## config.mk

```make
export PLATFORM = sky130hd
export DESIGN_NAME = exposure_shutter_timing
export DESIGN_NICKNAME = d
export VERILOG_FILES = /design/src/hw/exposure_shutter_pkg.sv /design/src/hw/exposure_shutter_timing.sv
export SDC_FILE = /design/constraint.sdc
export NUM_CORES = 2
export LEC_CHECK = 0
export BUFFER_PORTS_ARGS = -buffer_cell sky130_fd_sc_hd__clkbuf_2
export CAP_MARGIN = 20
export CORE_MARGIN = 8
export CORE_UTILIZATION = 40
export CTS_BUF_LIST = sky130_fd_sc_hd__clkbuf_8
export DETAILED_ROUTE_END_ITERATION = 7
export PLACE_DENSITY = 0.64
export SLEW_MARGIN = 20
export SYNTH_ARGS = -nofsm -noshare
export SYNTH_HDL_FRONTEND = slang
export SYNTH_SLANG_ARGS = --single-unit
```

## constraint.sdc

```tcl
create_clock -name clock_i -period 6.34 [get_ports clock_i]
set_clock_uncertainty 0.2 [all_clocks]
set_input_delay 1.268 -clock clock_i [delete_from_list [all_inputs] [get_ports clock_i]]
set_output_delay 1.268 -clock clock_i [all_outputs]
set_load 0.05 [all_outputs]
```

## src/hw/exposure_shutter_pkg.sv

```systemverilog
// constants and types for the exposure shutter timing block
`default_nettype none
package exposure_shutter_pkg;
    localparam int           PAGES       = 6;
    localparam int           POSITIONS   = 10;
    localparam logic [15:0]  FRAME_LINES = 16'h042c;
    localparam logic [15:0]  HS_DEFAULT_1 = 16'h0001;
    localparam logic [15:0]  HS_DEFAULT_2 = 16'h0003;
    localparam logic [15:0]  HS_DEFAULT_3 = 16'h0008;
    localparam logic [15:0]  HS_DEFAULT_4 = 16'h0010;
    localparam logic [15:0]  HS_DEFAULT_5 = 16'h0021;
    localparam logic [15:0]  HS_DEFAULT_6 = 16'h0043;
    localparam logic [15:0]  HS_DEFAULT_7 = 16'h0086;
    localparam logic [15:0]  HS_DEFAULT_8 = 16'h0117;
    localparam logic [15:0]  HS_DEFAULT_9 = 16'h0215;
    localparam logic [15:0]  LS_FRAMES_OFFSET = 16'h0001;
    localparam logic [3:0]   PULSE_POSITION = 4'h9;
    localparam logic [7:0]   GAIN_RESET  = 8'h00;
    localparam logic [31:0]  ADDR_CTRL   = 32'h0000_0000;
    localparam logic [31:0]  ADDR_GAIN   = 32'h0000_0004;
    localparam logic [31:0]  ADDR_DIRECT = 32'h0000_0008;
    localparam logic [31:0]  ADDR_FLAG   = 32'h0000_000c;
    localparam logic [31:0]  ADDR_STATUS = 32'h0000_0010;
    localparam logic [31:0]  ADDR_TABLE  = 32'h0000_0100;
    localparam int CTRL_POS_LSB   = 0;
    localparam int CTRL_PAGE_LSB  = 4;
    localparam int CTRL_ASYNC     = 8;
    localparam int CTRL_LOW_SPEED = 9;
    localparam int CTRL_PULSE     = 10;
    localparam int CTRL_DIRECT    = 11;
    localparam int FLAG_AUTO_GAIN = 0;
    typedef enum logic [1:0] {
        ST_IDLE   = 2'b00,
        ST_EXPOSE = 2'b01,
        ST_PULSE  = 2'b10
    } exp_state_type;
endpackage : exposure_shutter_pkg
`default_nettype wire

```

## src/hw/exposure_shutter_timing.sv

```systemverilog
// exposure shutter timing and gain selection with apb registers
//
// The APB register port and the register addresses were chosen for this implementation.
`timescale 1ns/1ps
`default_nettype none
module exposure_shutter_timing
    import exposure_shutter_pkg::*;
(
    input  wire logic        clock_i,
    input  wire logic        srst_i,
    input  wire logic        psel_i,
    input  wire logic        penable_i,
    input  wire logic        pwrite_i,
    input  wire logic [31:0] paddr_i,
    input  wire logic [31:0] pwdata_i,
    output logic             pready_o,
    output logic [31:0]      prdata_o,
    output logic             pslverr_o,
    input  wire logic        line_tick_i,
    input  wire logic        frame_start_i,
    input  wire logic        trigger_n_i,
    output logic             exposing_o,
    output logic             exposure_done_o,
    output logic [7:0]       manual_gain_o,
    output logic             automatic_gain_mode_o,
    output logic             manual_gain_mode_o
);
    // register file and table
    logic [15:0] table_r [PAGES][POSITIONS];
    logic [11:0] ctrl_r, ctrl_nxt;
    logic [7:0]  gain_r, gain_nxt;
    logic [15:0] direct_r, direct_nxt;
    logic        flag_r, flag_nxt;
    // frame-latched copies
    logic [11:0] act_ctrl_r, act_ctrl_nxt;
    logic [7:0]  act_gain_r, act_gain_nxt;
    logic        act_auto_r, act_auto_nxt;
    logic [15:0] act_len_r, act_len_nxt;
    // trigger synchroniser, line and frame from same clock
    logic        trig_s1_r, trig_s2_r, trig_d_r;
    exp_state_type state_r, state_nxt;
    logic [15:0] lines_r, lines_nxt;
    logic [15:0] frames_r, frames_nxt;
    logic [15:0] pulse_lines_r, pulse_lines_nxt;
    logic        done_r, done_nxt;
    logic [31:0] rdata_r, rdata_nxt;
    logic        err_r, err_nxt;
    logic        wr_en, acc;
    logic [3:0]  tab_page, tab_pos;
    logic        tab_hit;
    logic [31:0] tab_off;

    function automatic logic [15:0] hs_default(input logic [3:0] pos);
        case (pos)
            4'h1: hs_default = HS_DEFAULT_1;
            4'h2: hs_default = HS_DEFAULT_2;
            4'h3: hs_default = HS_DEFAULT_3;
            4'h4: hs_default = HS_DEFAULT_4;
            4'h5: hs_default = HS_DEFAULT_5;
            4'h6: hs_default = HS_DEFAULT_6;
            4'h7: hs_default = HS_DEFAULT_7;
            4'h8: hs_default = HS_DEFAULT_8;
            4'h9: hs_default = HS_DEFAULT_9;
            default: hs_default = FRAME_LINES;
        endcase
    endfunction : hs_default

    assign acc      = psel_i && penable_i;
    assign wr_en    = acc && pwrite_i;
    assign tab_off  = paddr_i - ADDR_TABLE;
    assign tab_page = tab_off[9:6];
    assign tab_pos  = tab_off[5:2];
    // table window: 10 words per page at a 16-word stride above the table base, position 0 read-only
    assign tab_hit  = (paddr_i >= ADDR_TABLE) && (tab_off[31:10] == 22'h00_0000)
                      && (tab_off[1:0] == 2'b00) && (32'(tab_page) < PAGES)
                      && (32'(tab_pos) < POSITIONS);
    assign pready_o = 1'b1;
    assign prdata_o = rdata_r;
    assign pslverr_o = err_r;

    always_comb
    begin
        ctrl_nxt   = ctrl_r;
        gain_nxt   = gain_r;
        direct_nxt = direct_r;
        flag_nxt   = flag_r;
        rdata_nxt  = rdata_r;
        err_nxt    = 1'b0;
        // read data and error are registered in the setup phase, so they stand in the access
        if (psel_i)
        begin
            rdata_nxt = 32'h0000_0000;
            if (paddr_i == ADDR_CTRL)
            begin
                rdata_nxt = {20'h0_0000, ctrl_r};
                if (wr_en)
                    ctrl_nxt = pwdata_i[11:0];
            end
            else if (paddr_i == ADDR_GAIN)
            begin
                rdata_nxt = {24'h00_0000, gain_r};
                if (wr_en)
                    gain_nxt = pwdata_i[7:0];
            end
            else if (paddr_i == ADDR_DIRECT)
            begin
                rdata_nxt = {16'h0000, direct_r};
                if (wr_en)
                    direct_nxt = pwdata_i[15:0];
            end
            else if (paddr_i == ADDR_FLAG)
            begin
                rdata_nxt = {31'h0000_0000, flag_r};
                if (wr_en)
                    flag_nxt = pwdata_i[FLAG_AUTO_GAIN];
            end
            else if (paddr_i == ADDR_STATUS)
                rdata_nxt = {12'h000, state_r, done_r, act_auto_r, act_len_r};
            else if (tab_hit)
                rdata_nxt = {16'h0000, table_r[tab_page[2:0]][tab_pos]};
            else
                err_nxt = !penable_i;
        end
    end

    always_ff @(posedge clock_i)
    begin
        if (srst_i)
        begin
            ctrl_r   <= 12'h000;
            gain_r   <= GAIN_RESET;
            direct_r <= 16'h0001;
            flag_r   <= 1'b0;
            rdata_r  <= 32'h0000_0000;
            err_r    <= 1'b0;
        end
        else
        begin
            ctrl_r   <= ctrl_nxt;
            gain_r   <= gain_nxt;
            direct_r <= direct_nxt;
            flag_r   <= flag_nxt;
            rdata_r  <= rdata_nxt;
            err_r    <= err_nxt;
        end
    end

    // table: reset restores defaults, writes skip position 0
    always_ff @(posedge clock_i)
    begin
        for (int p = 0; p < PAGES; p++)
        begin
            for (int s = 0; s < POSITIONS; s++)
            begin
                if (srst_i)
                    table_r[p][s] <= hs_default(4'(s));
                else if (wr_en && tab_hit && tab_pos != 4'h0
                         && 32'(tab_page) == p && 32'(tab_pos) == s)
                    table_r[p][s] <= pwdata_i[15:0];
            end
        end
    end

    // settings taken at frame start only
    always_comb
    begin
        logic [3:0] pos;
        logic [2:0] pg;
        pos = ctrl_nxt[CTRL_POS_LSB +: 4];
        pg  = ctrl_nxt[CTRL_PAGE_LSB +: 3];
        act_ctrl_nxt = act_ctrl_r;
        act_gain_nxt = act_gain_r;
        act_auto_nxt = act_auto_r;
        act_len_nxt  = act_len_r;
        if (frame_start_i && state_r == ST_IDLE)
        begin
            act_ctrl_nxt = ctrl_r;
            act_gain_nxt = gain_r;
            act_auto_nxt = flag_r;
            pos = ctrl_r[CTRL_POS_LSB +: 4];
            pg  = ctrl_r[CTRL_PAGE_LSB +: 3];
            if (32'(pg) >= PAGES)
                pg = 3'h0;
            if (32'(pos) >= POSITIONS)
                pos = 4'h9;
            if (ctrl_r[CTRL_DIRECT])
                act_len_nxt = (direct_r == 16'h0000) ? 16'h0001 : direct_r;
            else if (pos == 4'h0)
                act_len_nxt = FRAME_LINES;
            else if (ctrl_r[CTRL_LOW_SPEED] && !ctrl_r[CTRL_ASYNC])
                act_len_nxt = 16'(pos) + LS_FRAMES_OFFSET;
            else
                act_len_nxt = table_r[pg][pos];
        end
    end

    always_ff @(posedge clock_i)
    begin
        if (srst_i)
        begin
            act_ctrl_r <= 12'h000;
            act_gain_r <= GAIN_RESET;
            act_auto_r <= 1'b0;
            act_len_r  <= FRAME_LINES;
        end
        else
        begin
            act_ctrl_r <= act_ctrl_nxt;
            act_gain_r <= act_gain_nxt;
            act_auto_r <= act_auto_nxt;
            act_len_r  <= act_len_nxt;
        end
    end

    always_ff @(posedge clock_i)
    begin
        if (srst_i)
        begin
            trig_s1_r <= 1'b1;
            trig_s2_r <= 1'b1;
            trig_d_r  <= 1'b1;
        end
        else
        begin
            trig_s1_r <= trigger_n_i;
            trig_s2_r <= trig_s1_r;
            trig_d_r  <= trig_s2_r;
        end
    end

    // exposure sequencer; low speed counts frames unless async, direct or position 0, others count lines
    always_comb
    begin
        logic low_mode;
        logic pulse_mode;
        logic fall;
        low_mode = act_ctrl_r[CTRL_LOW_SPEED] && !act_ctrl_r[CTRL_ASYNC]
                   && !act_ctrl_r[CTRL_DIRECT]
                   && act_ctrl_r[CTRL_POS_LSB +: 4] != 4'h0;
        pulse_mode = act_ctrl_r[CTRL_ASYNC] && act_ctrl_r[CTRL_PULSE] && !act_ctrl_r[CTRL_DIRECT]
                   && act_ctrl_r[CTRL_POS_LSB +: 4] == PULSE_POSITION;
        fall = trig_d_r && !trig_s2_r;
        state_nxt       = state_r;
        lines_nxt       = lines_r;
        frames_nxt      = frames_r;
        pulse_lines_nxt = pulse_lines_r;
        done_nxt        = 1'b0;
        case (state_r)
            ST_IDLE:
            begin
                lines_nxt  = 16'h0000;
                frames_nxt = 16'h0000;
                pulse_lines_nxt = 16'h0000;
                if (pulse_mode && fall)
                    state_nxt = ST_PULSE;
                else if (act_ctrl_r[CTRL_ASYNC] && !pulse_mode && fall)
                    state_nxt = ST_EXPOSE;
                else if (!act_ctrl_r[CTRL_ASYNC] && frame_start_i)
                    state_nxt = ST_EXPOSE;
            end
            ST_EXPOSE:
            begin
                if (low_mode)
                begin
                    if (frame_start_i)
                        frames_nxt = frames_r + 16'h0001;
                    if (frame_start_i && frames_r + 16'h0001 >= act_len_r)
                    begin
                        state_nxt = ST_IDLE;
                        done_nxt  = 1'b1;
                    end
                end
                else
                begin
                    if (line_tick_i)
                        lines_nxt = lines_r + 16'h0001;
                    if (line_tick_i && lines_r + 16'h0001 >= act_len_r)
                    begin
                        state_nxt = ST_IDLE;
                        done_nxt  = 1'b1;
                    end
                end
            end
            ST_PULSE:
            begin
                if (line_tick_i && !trig_s2_r)
                    pulse_lines_nxt = pulse_lines_r + 16'h0001;
                // ends on release once at least one line has passed
                if (trig_s2_r && pulse_lines_r != 16'h0000)
                begin
                    state_nxt = ST_IDLE;
                    done_nxt  = 1'b1;
                end
            end
            default:
                state_nxt = ST_IDLE;
        endcase
    end

    always_ff @(posedge clock_i)
    begin
        if (srst_i)
        begin
            state_r       <= ST_IDLE;
            lines_r       <= 16'h0000;
            frames_r      <= 16'h0000;
            pulse_lines_r <= 16'h0000;
            done_r        <= 1'b0;
        end
        else
        begin
            state_r       <= state_nxt;
            lines_r       <= lines_nxt;
            frames_r      <= frames_nxt;
            pulse_lines_r <= pulse_lines_nxt;
            done_r        <= done_nxt;
        end
    end

    assign exposing_o            = (state_r != ST_IDLE);
    assign exposure_done_o       = done_r;
    assign manual_gain_o         = act_gain_r;
    assign automatic_gain_mode_o = act_auto_r;
    assign manual_gain_mode_o    = !act_auto_r;
endmodule : exposure_shutter_timing
`default_nettype wire

```

==> impl_metrics.csv <==
group,metric,value,unit
synthesis,yosysTopAreaCell,"edfxtp_1",
pwr,ir_drop,0.0002597,V
timing,rsz0062_at_grt,"false",
clocking,cts_tree,"built",
outcome,status,"finished, violations left",
timing,fmax,0.1925,GHz
synthesis,synthTopCellsByArea,"edfxtp_1 (47%), mux4_2 (10%), nor3_1 (4.9%), dfxtp_1 (4.8%), nand2_1 (4.0%)",
clocking,cts_hold_buf,0,
worst_hold_path,min_path_cells,1,
clocking,root_buffer,"clkbuf_8",
pwr,power.density,243.5,nW/um2
clocking,clk_pin_slew,0.06,ns
layout,drive_gt1_frac,0.1691,
synthesis,synth_seq_area_share,0.5220,
pwr,cellLeakagePower,21.29,nW
layout,final_nets,5553,
global_routing,grt.overflow.total,0,
synthesis,synth_top_area_share,0.4743,
timing,worst_slack,1.146,ns
place,place_area,63910,um2
outcome,violations,"DRC",
synthesis,yosys_warnings,0,
timing,hold_viol_final,0,
clocking,cts_max_level,4,
route,drtIter0Drc,9511,
timing,setup_viol,0,
layout,final_cell_area,67410,um2
place,dp_slack,0.3486,ns
worst_hold_path,hp-class,"register to register",
route,viasPerCell,6.956,
synthesis,syn_area_per_cell,11.20,um2
synthesis,synth_edf_count,960,
synthesis,synthCells,5425,
place,place_inst,7278,
timing,finalSetupTns,0,ns
route,post_drt_wl_per_cell,33.08,um
floorplanning,pin_count,118,
global_routing,antenna_found_initial,15,
place,gp_congestion,0.9955,
route,dr.pass1.iters,8,
worst_setup_path,start_kind,"input pin",
timing,max_slew_margin,0.1050,
worst_setup_path,path_class,"input pin to register",
clocking,cts_resized,0,
timing,tightest_slew,1.309,ns
route,route.vias.total,53050,
synthesis,async_flop_share,0,
floorplanning,initial_core_util,0.4016,
timing,finalCritPeriodShare,0.8193,
clocking,clk_latency,0.96,ns
global_routing,grt_pass1_vias,50060,
synthesis,synth-seq-cells,1105,
clocking,cts.path.max_buffers,3,
worst_setup_path,crit_fanout,12,
floorplanning,fp.dieW,405.8,um
place,numPortBuffers,88,
route,drt-total-wl,252200,um
global_routing,grtUsageTotal,0.2939,
floorplanning,num_rows,143,
place,dpl.hpwl,153500,um
synthesis,synthFlopType,"edfxtp_1",
synthesis,ys_types,90,
worst_setup_path,required,6.77,ns
worst_setup_path,end_kind,"register",
clocking,cts_buffers,187,
synthesis,syn_area,60780,um2
layout,final_cells,7626,
global_routing,grt_first_pass_wirelength,354200,um
floorplanning,core_area,151400,um2
worst_setup_path,cp.arrival,5.63,ns
worst_setup_path,worst_r2r_path_depth,9,
clocking,post-cts-setup-buffer-count,0,
timing,period_needed,5.194,ns
floorplanning,die_h,405.8,um
run,maxCapViolCount,0,
route,drc,5,
global_routing,grt_max_degree,171,
layout,areaGrowthSynthToFinish,10.91,%
clocking,clock_sinks,1105,
route,ant_nets,0,
timing,report.final.slew_viol_count,0,
floorplanning,fp.dieArea,164700,um2
[placed cells by master (no fill, tap or decap), types with 21 or more instances in the layout]
cell	synthesis	final
a22oi_1	44	44
a311oi_1	72	72
o21ai_0	139	138
buf_12	0	39
o22ai_1	72	72
nor2_1	215	212
inv_1	42	95
ha_1	44	43
conb_1	2	109
mux2_2	21	21
a21oi_1	210	210
clkbuf_2	0	82
dfxtp_1	145	142
nor4_1	215	211
a211oi_1	78	78
xnor2_1	22	22
nand2_1	647	642
a21o_1	47	46
buf_4	14	185
nand4_1	70	70
mux2i_1	163	163
nor2b_1	76	73
a31oi_1	69	69
o211ai_1	41	41
o221ai_1	63	63
a31o_2	26	26
mux4_2	277	277
and3_1	21	21
edfxtp_1	960	960
nand2b_1	27	25
clkinv_1	1	46
clkbuf_8	15	207
a221oi_1	36	36
nand3_1	192	191
nor3_1	592	586
[worst max-delay path: stages]
cell,delay (ns)
buf_4,0.13
inv_1,0.10
ha_1,0.30
nor3b_1,0.34
a41oi_1,0.17
a2111oi_2,0.50
nor2_2,0.15
or4_4,0.68
nor2_1,0.53
buf_4,0.29
a21o_1,0.83
buf_4,0.33
[through the flow]
stage | hold WS (ns) | util | power, mW
global route | 0.2395 | 0.4452 | 16.78
floorplan | 0.1895 | - | 9.550
CTS | 0.2306 | 0.4451 | 16.30
global placement | 0.2175 | 0.4222 | 10.24
finish | 0.2344 | 0.4454 | 16.42
detailed placement | 0.2233 | 0.4222 | 10.28
[final timing paths]
path	end	start	slack [ns]
worst max-delay path	table_r[1][70]	paddr_i[8]	1.15
worst min-delay path	trig_s2_r	trig_s1_r	0.23
worst min register to register	trig_s2_r	trig_s1_r	0.23
worst max register to register	act_len_r[14]	ctrl_r[1]	1.56
[cell families (layout without fill, tap and decap cells)]
| logic type | count (synthesis) | after routing | share of synthesized area |
|---|---|---|---|
| flip-flops | 1105 | 1105 | 0.5220 |
| buffers and inverters | 636 | 688 | 0.04607 |
| adder cells (fa/ha/maj) | 44 | 44 | 0.009057 |
| other | 2 | 121 | 0.0001236 |
| AND/OR/NAND/NOR | 2137 | 2137 | 0.1708 |
| multiplexers | 461 | 461 | 0.1334 |
| XOR/XNOR | 39 | 39 | 0.005619 |
| AO/OA/AOI/OAI | 1001 | 1001 | 0.1130 |
[cells in the mapped netlist, types with 76 or more instances]
cell      number
a21oi_1      210
o21ai_0      139
buf_2         82
mux4_2       277
nor4_1       215
nor3_1       592
dfxtp_1      145
buf_1         80
nor2_1       215
mux2i_1      163
clkbuf_1     387
edfxtp_1     960
nor2b_1       76
nand3_1      192
a211oi_1      78
nand2_1      647
[report_power, final]
part | switching, mW | internal (mW)
logic | 1.23 | 0.563
registers | 0.199 | 8.24
clock network | 3.12 | 3.07
[state kept, by name (all words and copies together), names as in the netlist, 2 cells and up]
name,cells
act_ctrl_r,8
act_len_r,16
ctrl_r,12
direct_r,16
frames_r,16
gain_r,8
lines_r,16
manual_gain_o,8
prdata_o,20
pulse_lines_r,16
state_r,2
table_r,960
[routing by layer]
| layer | part of all wire | vias up | routed length (um) | global-route usage |
|---|---|---|---|---|
| li1 | - | 21210 | - | - |
| met1 | 0.34 | 25830 | 85940 | 0.3685 |
| met2 | 0.41 | 4925 | 103100 | 0.4166 |
| met3 | 0.17 | 1071 | 43440 | 0.1229 |
| met4 | 0.078 | 12 | 19660 | 0.1887 |
| met5 | 0.00046 | - | 115 | 0 |
[final cells by class]
| class | instances | area [um2] |
|---|---|---|
| Clock buffer | 207 | 2849 |
| Fill cell | 13960 | 83950 |
| Timing Repair Buffer | 309 | 2625 |
| Inverter | 43 | 172.7 |
| Sequential cell | 1105 | 31740 |
| Clock inverter | 129 | 618.1 |
| Multi-Input combinational cell | 3791 | 26840 |
| Tap cell | 2030 | 2540 |
| Antenna cell | 12 | 30.03 |
Power figures use the tool's default switching activity.
